`src/rtl/mlm_map.svh`:
```
`ifndef MLM_MAP_SVH
`define MLM_MAP_SVH

// apb byte addresses
`define MLM_ADDR_INSTR      12'h000
`define MLM_ADDR_STATUS     12'h004
`define MLM_ADDR_IMM        12'h008
`define MLM_ADDR_JUMP_A     12'h00C
`define MLM_ADDR_JUMP_B     12'h010
`define MLM_ADDR_PROD_HI    12'h014
`define MLM_ADDR_PROD_LO    12'h018
`define MLM_ADDR_BASE       12'h01C
`define MLM_ADDR_OUTPUTS    12'h020
`define MLM_ADDR_LIMIT_A    12'h030
`define MLM_ADDR_GPR_0      12'h040
`define MLM_ADDR_DRAM_0     12'h100

// instruction fields
`define MLM_CL_MODE_BIT     13
`define MLM_CL_RST_BIT      12
`define MLM_CL_ACT1_HI      11
`define MLM_CL_ACT2_HI      9
`define MLM_CL_SEL_HI       7
`define MLM_RAM_ADDR_HI     5
`define MLM_LD_ADDR_HI      13
`define MLM_LD_ADDR_LO      8
`define MLM_LD_MODE_BIT     2
`define MLM_IMM_CLR_BIT     10
`define MLM_IMM_VAL_HI      9
`define MLM_IMM_VAL_LO      2
`define MLM_JMP_VAL_HI      11
`define MLM_JMP_VAL_LO      2

// opcode prefixes
`define MLM_OP_CL_PFX       2'h1
`define MLM_OP_LD_PFX       2'h2
`define MLM_OP_LD_SFX       2'h2
`define MLM_OP_JA_PFX       4'h8
`define MLM_OP_JB_PFX       4'h9
`define MLM_OP_JMP_SFX      2'h0
`define MLM_OP_IMM_PFX      5'h07
`define MLM_OP_IMMH_SFX     2'h1
`define MLM_OP_IMML_SFX     2'h2
`define MLM_OP_MUL_PFX      10'h0B6

// output action codes
`define MLM_ACT_KEEP        2'h0
`define MLM_ACT_OFF         2'h1
`define MLM_ACT_ON          2'h2
`define MLM_ACT_TOGGLE      2'h3

// multiply timing
`define MLM_MUL_CYCLES      17
`define MLM_MUL_STEPS       5'h10

// reset values
`define MLM_RST_WORD        16'h0000
`define MLM_RST_BASE        6'h00

`endif

```
`src/rtl/mlm_pkg.sv`:
```
package mlm_pkg;

   typedef enum logic [1:0] {
      MLM_IDLE = 2'h0,
      MLM_RUN  = 2'h1,
      MLM_DONE = 2'h3
   } mlm_phase_type;

   typedef struct packed {
      logic        shift_overflow_flag;
      logic        precision_loss_flag;
      logic        op_complete_flag;
   } mlm_flags_type;

   typedef struct packed {
      logic        psel;
      logic        penable;
      logic        pwrite;
      logic [11:0] paddr;
      logic [31:0] pwdata;
   } mlm_apb_req_type;

   typedef struct packed {
      logic [31:0] prdata;
      logic        pready;
      logic        pslverr;
   } mlm_apb_rsp_type;

   typedef struct packed {
      mlm_phase_type        phase;
      logic [15:0]          instr_last;
      logic [15:0]          immediate_value_reg;
      logic [15:0]          jump_target_a;
      logic [15:0]          jump_target_b;
      logic [15:0]          product_high;
      logic [15:0]          product_low;
      logic [5:0]           base;
      logic [3:0][15:0]     count_limit;
      logic [7:0][15:0]     gpr;
      logic [1:0]           out_state;
      logic [3:0]           counter_restart;
      mlm_flags_type        flags;
      logic [15:0]          mul_a;
      logic [15:0]          mul_b;
      logic [31:0]          acc;
      logic [4:0]           step;
      mlm_apb_rsp_type      rsp;
   } mlm_state_type;

endpackage

```
`src/rtl/mlm_core.sv`:
```
// Summary of operation
// - count load from ram writes chosen limit from data ram, applies both output actions
// - reset bit one restarts the chosen counter from zero, zero keeps its value
// - mode bit zero means direct addressing, one means indexed addressing
// - indexed address is the six-bit field plus the stored base
// - action codes: keep, off, on, toggle the mapped output
// - two-bit select picks limit registers a to d in ascending order
// - count load fields: mode 13, reset 12, actions 11:8, select 7:6, address 5:0
// - immediate high load writes its byte into the upper immediate byte
// - upper clear bit set zeroes the upper immediate byte instead
// - immediate low load writes lower byte, lower clear bit zeroes it
// - jump one load, prefix 1000 and suffix 00, writes ten-bit value
// - jump two load, prefix 1001, same value field, writes jump target b
// - register load copies data ram word at resolved address into a core register
// - register load targets core subset, mode at bit 2, suffix 10
// - multiply result is 32 bits, high register holds upper half
// - multiply takes 17 cycles and reports via operation complete flag
// - multiply updates shift overflow, precision loss and operation complete
// - multiply operands from operand subset, second operand field above first
//
// Local design decisions: the placing of the registers and the APB interface to the registers.
`timescale 1ns/10ps
`include "mlm_map.svh"

module mlm_core (
   input  wire logic        clk,
   input  wire logic        rst,
   input  wire logic        psel,
   input  wire logic        penable,
   input  wire logic        pwrite,
   input  wire logic [11:0] paddr,
   input  wire logic [31:0] pwdata,
   output logic [31:0]      prdata,
   output logic             pready,
   output logic             pslverr,
   output logic [1:0]       shortcut_out,
   output logic [3:0]       counter_restart,
   output logic [3:0][15:0] count_limit,
   output logic             busy
);

   mlm_pkg::mlm_state_type   state_reg;
   mlm_pkg::mlm_state_type   state_next;
   mlm_pkg::mlm_apb_req_type req;

   logic [15:0] dram [0:63];

   logic        access;
   logic        wr_go;
   logic        rd_go;
   logic        addr_ok;
   logic [31:0] rdata_c;
   logic        instr_go;
   logic [15:0] instr;
   logic        dram_wr;
   logic [5:0]  dram_waddr;
   logic [5:0]  ram_field;
   logic        ram_mode;
   logic [5:0]  ram_addr;
   logic [15:0] ram_word;
   logic        is_cl;
   logic        is_ld;
   logic        is_ja;
   logic        is_jb;
   logic        is_immh;
   logic        is_imml;
   logic        is_mul;
   logic [31:0] addend;

   function automatic logic apply_action(input logic [1:0] act, input logic cur);
      logic res;
      res = cur;
      case (act)
         `MLM_ACT_KEEP:   res = cur;
         `MLM_ACT_OFF:    res = 1'b0;
         `MLM_ACT_ON:     res = 1'b1;
         `MLM_ACT_TOGGLE: res = ~cur;
         default:         res = cur;
      endcase
      return res;
   endfunction

   function automatic logic [15:0] operand(input logic [2:0] sel,
                                           input mlm_pkg::mlm_state_type s);
      logic [15:0] v;
      v = s.gpr[sel];
      // code 7 names the immediate register rather than a general register
      if (sel == 3'h7) begin
         v = s.immediate_value_reg;
      end
      return v;
   endfunction

   assign req.psel    = psel;
   assign req.penable = penable;
   assign req.pwrite  = pwrite;
   assign req.paddr   = paddr;
   assign req.pwdata  = pwdata;

   // one wait state: pready rises one cycle after the access phase opens
   assign access  = req.psel & req.penable & state_reg.rsp.pready;
   // the refusal was latched when pready was raised, so the registered flag decides
   assign wr_go   = access & req.pwrite & ~state_reg.rsp.pslverr;
   assign rd_go   = req.psel & req.penable & ~state_reg.rsp.pready & ~req.pwrite;

   always_comb begin
      addr_ok = 1'b1;
      rdata_c = 32'h0000_0000;
      if (req.paddr[1:0] != 2'h0) begin
         addr_ok = 1'b0;
      end else if (req.paddr >= `MLM_ADDR_DRAM_0) begin
         if (req.paddr[11:8] != 4'h1) begin
            addr_ok = 1'b0;
         end else begin
            rdata_c = {16'h0000, dram[req.paddr[7:2]]};
         end
      end else if (req.paddr >= `MLM_ADDR_GPR_0 && req.paddr < 12'h060) begin
         rdata_c = {16'h0000, state_reg.gpr[req.paddr[4:2]]};
      end else if (req.paddr >= `MLM_ADDR_LIMIT_A && req.paddr < `MLM_ADDR_GPR_0) begin
         rdata_c = {16'h0000, state_reg.count_limit[req.paddr[3:2]]};
      end else begin
         case (req.paddr)
            `MLM_ADDR_INSTR:   rdata_c = {16'h0000, state_reg.instr_last};
            `MLM_ADDR_STATUS:  rdata_c = {28'h000_0000,
                                         state_reg.phase != mlm_pkg::MLM_IDLE,
                                         state_reg.flags};
            `MLM_ADDR_IMM:     rdata_c = {16'h0000, state_reg.immediate_value_reg};
            `MLM_ADDR_JUMP_A:  rdata_c = {16'h0000, state_reg.jump_target_a};
            `MLM_ADDR_JUMP_B:  rdata_c = {16'h0000, state_reg.jump_target_b};
            `MLM_ADDR_PROD_HI: rdata_c = {16'h0000, state_reg.product_high};
            `MLM_ADDR_PROD_LO: rdata_c = {16'h0000, state_reg.product_low};
            `MLM_ADDR_BASE:    rdata_c = {26'h000_0000, state_reg.base};
            `MLM_ADDR_OUTPUTS: rdata_c = {30'h0000_0000, state_reg.out_state};
            default:           addr_ok = 1'b0;
         endcase
      end
   end

   // instruction issue; refused while the multiplier is still running
   assign instr    = req.pwdata[15:0];
   assign instr_go = wr_go & (req.paddr == `MLM_ADDR_INSTR);

   // decode on fixed prefix bits, plus suffix bits 1:0 for all but count load and multiply
   assign is_cl   = instr[15:14] == `MLM_OP_CL_PFX;
   assign is_ld   = instr[15:14] == `MLM_OP_LD_PFX && instr[1:0] == `MLM_OP_LD_SFX;
   assign is_ja   = instr[15:12] == `MLM_OP_JA_PFX && instr[1:0] == `MLM_OP_JMP_SFX;
   assign is_jb   = instr[15:12] == `MLM_OP_JB_PFX && instr[1:0] == `MLM_OP_JMP_SFX;
   assign is_immh = instr[15:11] == `MLM_OP_IMM_PFX && instr[1:0] == `MLM_OP_IMMH_SFX;
   assign is_imml = instr[15:11] == `MLM_OP_IMM_PFX && instr[1:0] == `MLM_OP_IMML_SFX;
   assign is_mul  = instr[15:6] == `MLM_OP_MUL_PFX;

   // data ram address: the two instructions keep field and mode in different places
   always_comb begin
      ram_field = instr[`MLM_RAM_ADDR_HI:0];
      ram_mode  = instr[`MLM_CL_MODE_BIT];
      if (is_ld) begin
         ram_field = instr[`MLM_LD_ADDR_HI:`MLM_LD_ADDR_LO];
         ram_mode  = instr[`MLM_LD_MODE_BIT];
      end
      ram_addr = ram_field;
      if (ram_mode) begin
         // wraps inside the 64-word ram; no fault for a base past the end
         ram_addr = ram_field + state_reg.base;
      end
   end
   assign ram_word = dram[ram_addr];

   assign dram_wr    = wr_go && req.paddr[11:8] == 4'h1;
   assign dram_waddr = req.paddr[7:2];

   always_ff @(posedge clk) begin
      if (dram_wr) begin
         dram[dram_waddr] <= req.pwdata[15:0];
      end
   end

   assign addend = state_reg.mul_b[state_reg.step[3:0]] ?
                   ({16'h0000, state_reg.mul_a} << state_reg.step[3:0]) : 32'h0000_0000;

   always_comb begin
      state_next = state_reg;
      state_next.counter_restart = 4'h0;

      // apb answer
      state_next.rsp.pready = req.psel & req.penable & ~state_reg.rsp.pready;
      if (state_next.rsp.pready) begin
         state_next.rsp.pslverr = ~addr_ok;
         if (req.pwrite && req.paddr == `MLM_ADDR_INSTR &&
             state_reg.phase != mlm_pkg::MLM_IDLE) begin
            state_next.rsp.pslverr = 1'b1;
         end
      end else begin
         state_next.rsp.pslverr = 1'b0;
      end
      if (rd_go) begin
         state_next.rsp.prdata = rdata_c;
      end

      // software writes to plain registers
      if (wr_go) begin
         if (req.paddr >= `MLM_ADDR_GPR_0 && req.paddr < 12'h060) begin
            state_next.gpr[req.paddr[4:2]] = req.pwdata[15:0];
         end else if (req.paddr >= `MLM_ADDR_LIMIT_A && req.paddr < `MLM_ADDR_GPR_0) begin
            state_next.count_limit[req.paddr[3:2]] = req.pwdata[15:0];
         end else begin
            case (req.paddr)
               `MLM_ADDR_IMM:    state_next.immediate_value_reg = req.pwdata[15:0];
               `MLM_ADDR_JUMP_A: state_next.jump_target_a = req.pwdata[15:0];
               `MLM_ADDR_JUMP_B: state_next.jump_target_b = req.pwdata[15:0];
               `MLM_ADDR_BASE:   state_next.base = req.pwdata[5:0];
               default:          state_next.base = state_next.base;
            endcase
         end
      end

      // instruction execution
      if (instr_go) begin
         state_next.instr_last = instr;
         if (is_cl) begin
            state_next.count_limit[instr[`MLM_CL_SEL_HI -: 2]] = ram_word;
            if (instr[`MLM_CL_RST_BIT]) begin
               state_next.counter_restart[instr[`MLM_CL_SEL_HI -: 2]] = 1'b1;
            end
            state_next.out_state[0] = apply_action(instr[`MLM_CL_ACT1_HI -: 2],
                                                   state_reg.out_state[0]);
            state_next.out_state[1] = apply_action(instr[`MLM_CL_ACT2_HI -: 2],
                                                   state_reg.out_state[1]);
         end else if (is_ld) begin
            state_next.gpr[instr[5:3]] = ram_word;
         end else if (is_ja) begin
            state_next.jump_target_a = {6'h00, instr[`MLM_JMP_VAL_HI:`MLM_JMP_VAL_LO]};
         end else if (is_jb) begin
            state_next.jump_target_b = {6'h00, instr[`MLM_JMP_VAL_HI:`MLM_JMP_VAL_LO]};
         end else if (is_immh) begin
            if (instr[`MLM_IMM_CLR_BIT]) begin
               state_next.immediate_value_reg[15:8] = 8'h00;
            end else begin
               state_next.immediate_value_reg[15:8] =
                  instr[`MLM_IMM_VAL_HI:`MLM_IMM_VAL_LO];
            end
         end else if (is_imml) begin
            if (instr[`MLM_IMM_CLR_BIT]) begin
               state_next.immediate_value_reg[7:0] = 8'h00;
            end else begin
               state_next.immediate_value_reg[7:0] =
                  instr[`MLM_IMM_VAL_HI:`MLM_IMM_VAL_LO];
            end
         end else if (is_mul) begin
            state_next.mul_a = operand(instr[2:0], state_reg);
            state_next.mul_b = operand(instr[5:3], state_reg);
            state_next.acc   = 32'h0000_0000;
            state_next.step  = 5'h00;
            state_next.flags = '0;
            state_next.phase = mlm_pkg::MLM_RUN;
         end
      end

      // sixteen shift-add steps plus a closing cycle give the documented latency
      case (state_reg.phase)
         mlm_pkg::MLM_IDLE: begin
            state_next.step = state_next.step;
         end
         mlm_pkg::MLM_RUN: begin
            state_next.acc  = state_reg.acc + addend;
            state_next.step = state_reg.step + 5'h01;
            if (state_reg.step == `MLM_MUL_STEPS - 5'h01) begin
               state_next.phase = mlm_pkg::MLM_DONE;
            end
         end
         mlm_pkg::MLM_DONE: begin
            state_next.product_high = state_reg.acc[31:16];
            state_next.product_low  = state_reg.acc[15:0];
            // no shift happens here, so overflow and loss stay clear
            state_next.flags.shift_overflow_flag = 1'b0;
            state_next.flags.precision_loss_flag = 1'b0;
            state_next.flags.op_complete_flag    = 1'b1;
            state_next.phase = mlm_pkg::MLM_IDLE;
         end
         default: begin
            state_next.phase = mlm_pkg::MLM_IDLE;
         end
      endcase

      if (rst) begin
         state_next = '0;
         state_next.phase = mlm_pkg::MLM_IDLE;
         state_next.base  = `MLM_RST_BASE;
      end
   end

   always_ff @(posedge clk) begin
      state_reg <= state_next;
   end

   assign prdata          = state_reg.rsp.prdata;
   assign pready          = state_reg.rsp.pready;
   assign pslverr         = state_reg.rsp.pslverr;
   assign shortcut_out    = state_reg.out_state;
   assign counter_restart = state_reg.counter_restart;
   assign count_limit     = state_reg.count_limit;
   assign busy            = state_reg.phase != mlm_pkg::MLM_IDLE;

endmodule

```
`config.mk`:
```
export PLATFORM = sky130hd
export DESIGN_NAME = mlm_core
export DESIGN_NICKNAME = d
export VERILOG_FILES = /design/src/rtl/mlm_pkg.sv /design/src/rtl/mlm_core.sv
export VERILOG_INCLUDE_DIRS = /design/src /design/src/rtl
export SDC_FILE = /design/constraint.sdc
export NUM_CORES = 2
export LEC_CHECK = 0
export BUFFER_PORTS_ARGS = -buffer_cell sky130_fd_sc_hd__buf_4
export CAP_MARGIN = 20
export CORE_UTILIZATION = 54
export CTS_BUF_LIST = sky130_fd_sc_hd__clkbuf_4 sky130_fd_sc_hd__clkbuf_8
export DETAILED_ROUTE_END_ITERATION = 8
export PLACE_DENSITY = 0.7
export RECOVER_POWER = 25
export SLEW_MARGIN = 10
export SYNTH_ARGS = -nofsm -noshare
export SYNTH_HDL_FRONTEND = slang
export SYNTH_SLANG_ARGS = --single-unit
```
`constraint.sdc`:
```
create_clock -name clk -period 6.5 [get_ports clk]
set_input_delay 0.975 -clock clk [delete_from_list [all_inputs] [get_ports clk]]
set_output_delay 0.975 -clock clk [all_outputs]
set_load 0.02 [all_outputs]
```
## After elaboration in Yosys (flattened, before gate mapping)

Memory sizes are Yosys's and may differ from the RTL's.
Index checks and enable logic that the tools add are counted.

- Register bits: 406
- Latch bits: 0
- Memory bits (writable): 1024
- Memory bits (read-only): 0
- Output and inout port bits: 105
- Word-level logic and storage cells: 246
- Memories kept: 1

- Add/subtract/negate cells: 3
- Multipliers: 0
- Divide/modulo/power cells: 0
- Order comparisons: 15
- Eq/ne operators: 41
- Shift-type cells: 1
- Multiplexer cells: 94
- Bitwise gates (word level): 26
- Reductions and logical operators: 34

Memory list:

| name | words | bits a word | read ports | clocked after Yosys merged registers in | wr ports | RTL line | RTL |
|---|---|---|---|---|---|---|---|
| dram | 64 | 16 | 2 | 0 | 1 | mlm_core.sv:46 | `logic [15:0] dram [0:63];` |

Operators by type and width:

| cell | number |
|---|---|
| $mux 70 | 7 |
| $mux 128 | 3 |
| $mux 16 | 21 |
| $mux 270 | 1 |
| $bwmux 128 | 2 |
| $mux 48 | 5 |
| $mux 192 | 1 |
| $mux 64 | 3 |
| $bmux 16 s3 | 3 |
| $pmux 16 s9 | 1 |
| $bwmux 64 | 2 |
| $mux 32 | 4 |
| $demux 16 s3 | 2 |
| $mux 66 | 1 |
| $demux 16 s2 | 2 |
| $eq 12x5->1 const B | 4 |
| $add 32x32->32 | 1 |
| $bmux 16 s2 | 1 |
| $mux 8 | 4 |
| $shl 16x4->32 | 1 |
| $eq 12x4->1 const B | 2 |
| $lt 12x7->1 const B | 2 |
| $ne 2x1->1 const B | 12 |
| $reduce_and 8->1 | 3 |
| other kinds (41) | 126 |

## Longest topological paths before layout

- Depth after elaboration: 14
- Mapped depth: 21

## Worst setup path after synthesis

Ideal clock, no wire load.

- Kind: reg2reg
- From: register state_reg[34] (netlist name)
- To: register state_reg[68] (netlist name)
- Setup time: 117 ps
- Arrival time: 4314 ps
- Data required time: 6383 ps
- Path slack: 2069 ps
- Stages on the path, launching flop included: 19
- Buffers on the path: 3
- Clock period less this slack: 4431 ps
- Cells stage by stage: dfxtp_1 clkbuf_1 mux4_2 o21bai_1 o21bai_1 and2_1 clkbuf_1 clkbuf_1 a211oi_1 ha_1 or4_1 a31oi_1 o21ai_0 a211oi_1 a31oi_1 nand2_1 o21ai_0 xor2_1 a22o_1

- Longest elaborated chain between the ends: 5

RTL lines:

| element | RTL line | RTL |
|---|---|---|
| from (decl) | mlm_core.sv:42 | `mlm_pkg::mlm_state_type state_reg;` |
| from (signal assigned) | mlm_core.sv:292 | `state_reg <= state_next;` |
| $bmux 1 s4 | mlm_core.sv:177 | `assign addend = state_reg.mul_b[state_reg.step[3:0]] ?` |
| $mux 1 (implied by the code) | mlm_core.sv:177 |  |
| $mux 32 (*) | mlm_core.sv:177 |  |
| $add 32x32->32 (*) | mlm_core.sv:264 | `state_next.acc = state_reg.acc + addend;` |
| $mux 32 (*) | mlm_core.sv:259 | `case (state_reg.phase)` |

Every way passes the cells marked *; elsewhere a longest branch is shown, timed or not. The select of a mux whose other input is x is not followed.
A chain may end at the register's enable or synchronous reset.

## Worst setup path after layout

- From: input port pwdata[15]
- To: register state_reg, in the netlist count_limit[20]

- Longest elaborated chain between the ends: 9

RTL lines:

| element | RTL line | RTL |
|---|---|---|
| from (decl) | mlm_core.sv:32 | `input wire logic [31:0] pwdata,` |
| $eq 2x2->1 (no source line) | - |  |
| $logic_and 1x1->1 (no source line) | - |  |
| $mux 6 | mlm_core.sv:156 | `if (is_ld) begin` |
| $add 6x6->6 | mlm_core.sv:163 | `ram_addr = ram_field + state_reg.base;` |
| $mux 6 | mlm_core.sv:161 | `if (ram_mode) begin` |
| $mem_v2 64x16 | - |  |
| $bwmux 64 | mlm_core.sv:220 | `` state_next.count_limit[instr[`MLM_CL_SEL_HI -: 2]] = ram_word; `` |
| $mux 64 (*) | mlm_core.sv:219 | `if (is_cl) begin` |
| $mux 270 (*) | mlm_core.sv:217 | `if (instr_go) begin` |

Marks and branches as above.

==> metrics.md <==
| Metric | Value |
|---|---|
| CP max-delay cell | `clkbuf_1` |
| Setup TNS | `0 ps` |
| Avg Cell Area, Syn | `11.5 µm²` |
| Worst rel slew slack | `-178%` |
| Synth top area share | `41.0%` |
| Ordered list of cells on the worst path | `clkbuf_1 -> clkbuf_1 -> nor2_1 -> nand2_1 -> nor2_1 -> nand2_2 -> nor2_1 -> buf_4 -> a2111oi_0` |
| Crit. End Element | `flop` |
| Post-CTS Resized | `0` |
| Post-layout power | `20.1 mW` |
| Layout cell share with drive strength beyond 1 | `21.8%` |
| Asr flop ratio synth | `0%` |
| Initial DRT Pass Iterations | `7` |
| Via count | `60,996` |
| CP Data Required Time | `7380 ps` |
| Clk Latency, worst-skew pair | `1030 ps` |
| Initial Util | `54.5%` |
| Via-to-Cell Ratio | `7.20` |
| H-tree Lvls | `4` |
| Largest stage delay on the critical path | `2970 ps` |
| Most common cell after layout, fill and taps aside | `nand2_1` |
| IO Pins | `154` |
| Top cells by area, synth | `edfxtp_1 41%, mux4_2 15%, dfxtp_1 10%` |
| P&R area growth vs syn | `9.73%` |
| First-pass GRT wire length | `401,000 µm` |
| CP most frequent cell | `nor2_1` |
| Final period utilization | `91.6%` |
| Sequential-to-total area share from yosys stat | `51.5%` |
| Commonest non-fill, non-tap cells in the layout | `1,402 x nand2_1, 1,024 x edfxtp_1, 495 x mux4_2` |
| Synth unique cells | `89` |
| Number of max-cap violations | `18` |
| Tightest Pin Transition | `4170 ps` |
| CTS sink count | `1,414` |
| Synth Register Bits | `1,414` |
| Crit Path Max Fanout | `80` |
| Final hold violation count | `0` |
| Core Area | `137,000 µm²` |
| PwrDens | `245 nW/µm²` |
| Die area | `140,000 µm²` |
| WL/cell | `33.1 µm` |
| Post-synthesis mux area share | `16.9%` |
| Max-slew violation count | `740` |
| Die span in y | `374 µm` |
| Max reg flops | `1,024` |
| Leakage power | `27.0 nW` |
| Post-synth EDFFs | `1,024` |
| Most used DFF post-synth | `edfxtp_1` |
| Clock skew | `91.0 ps` |
| Hold WC Path Type | `primary input to flop` |
| Post-Synth Simple-Gate Area | `13.9%` |
| XOR/XNOR share of the synthesized area | `0.327%` |
| Remaining DRCs | `0` |
| Initial antenna violation count | `16` |
| Total wire length | `280,000 µm` |
| Failing checks | `capacitance limit, slew limit` |
| CTS clk-pin slew, worst paths | `60 ps` |
| Compound-gate portion of the synthesized area | `11.8%` |
| YS warnings | `0` |
| Critical path arrival | `6840 ps` |
| CP Buf/Inv Count | `3` |
| Final ANT Viol Nets | `0` |
| Number of global-route vias before repair | `57,967` |
| Largest net degree at the start of global routing | `179` |
| FF+latch area | `38,600 µm²` |
| Post-Syn Instances | `6,524` |
| Detailed placement HPWL | `178,000 µm` |
| CTS hold repair buffers | `0` |
| Mapped Area | `74,900 µm²` |
| Startpoint Class | `primary input` |
| Multi-input logic area | `33,100 µm²` |
| CTS max path bufs | `3` |
| DRT iter0 DRCs | `11,151` |
| IR drop worst, VDD | `0.193 mV` |
| Adder-cell share of the synthesized area | `0.688%` |
| Status | `complete, but fails checks` |
| Crit-path leading delay family | `buffers and inverters` |
| Largest family of logic cells by synthesized area | `multiplexers` |
| Row cnt | `136` |
| Fillers | `10,877` |
| CTS tree | `yes` |
| GRT Util Overall | `39.3%` |
| Root buf cell | `clkbuf_8` |
| Final setup vio count | `0` |
| Die width | `374 µm` |
| Input/output buffers | `121` |
| GPL Wtd Cong | `1.01` |
| Max Fclk | `0.168 GHz` |
| Largest area contributor in the netlist | `edfxtp_1` |
| Min Tclk post-route | `5950 ps` |
| Total CTS buffers | `230` |
| Congestion Overflow GR | `0` |
| RSZ-0062 raised after global routing | `no` |
| Nets | `6,565` |
| Post-CTS Setup Bufs | `0` |
| CP Class | `primary input to flop` |
==> per-stage QoR <==
| stage | utilization [%] | instance area, µm² | std cells | setup slack (ps) | hold slack [ps] |
|---|---|---|---|---|---|
| floorplan | - | 75000 | 6539 | 2070 | 429 |
| finish | 59.8 | 82200 | 8468 | 546 | 362 |
| global placement | 56.5 | 77700 | 8036 | 731 | 441 |
| detailed placement | 56.5 | 77700 | 8036 | 608 | 447 |
| CTS | 59.8 | 82300 | 8459 | 1300 | 251 |
| global route | 59.8 | 82200 | 8464 | 448 | 358 |
==> final timing paths <==
| path | from | end | slack [ps] | cells past startpoint |
|---|---|---|---|---|
| max | pwdata[15] | count_limit[20] | 550 | 9 |
| min | pwrite | pslverr | 360 | 3 |
| max reg2reg | state_reg[34] | state_reg[70] | 1270 | 16 |
| min reg2reg | state_reg[76] | state_reg[76] | 460 | 2 |
==> routing by layer <==
metal	routed length [µm]	vias to the layer above	track usage, %	part of all wire [%]
li1	-	24938	-	-
met1	94500	29636	50.2	34
met2	118000	5228	55.9	42
met3	43400	1172	13.6	15
met4	24200	22	27.9	8.7
met5	128	-	0.0343	0.046
==> cell families after synthesis <==
| group | count (synthesis) |
|---|---|
| AOI/OAI and AO/OA | 1239 |
| xor gates and xnor gates | 28 |
| adders and majority gates | 40 |
| buffers and inverters | 764 |
| DFF | 1414 |
| muxes | 639 |
| other | 1 |
| and+or+nand+nor | 2399 |
==> Yosys cell counts (all sizes together) (20+ instances only) <==
cell type,number
nand2,1416
edfxtp,1024
mux4,495
dfxtp,390
clkbuf,383
buf,349
nor2,257
nor3,244
a31oi,230
a211oi,205
nand3,191
a21oi,179
o31ai,164
a311oi,142
and3,126
mux2i,117
o21ai,86
ha,38
nor4,37
a22oi,36
nor2b,35
nand4,33
inv,32
a32oi,31
mux2,27
o211ai,20
==> area by class of cell <==
cell class / instances / share of cell area, %
well taps: 1794 / 2.73
multi-input cells: 4361 / 40.3
clock inverters: 89 / 0.676
flip-flops and latches: 1414 / 46.9
diodes: 7 / 0.0213
repair buffers: 437 / 4.31
clock buffers: 334 / 4.94
inverters: 32 / 0.146
==> report_power, final <==
part | internal (mW) | total, mW | switching (mW)
sequential | 9.66 | 9.67 | 0.00169
combinational | 0.720 | 2.54 | 1.82
clock | 4.17 | 7.92 | 3.75
==> worst min-delay path: stages <==
cell	delay, ps
buf_4	150
a311oi_1	100
nor2b_1	90
Note: power is estimated with default switching activity, not from simulation.
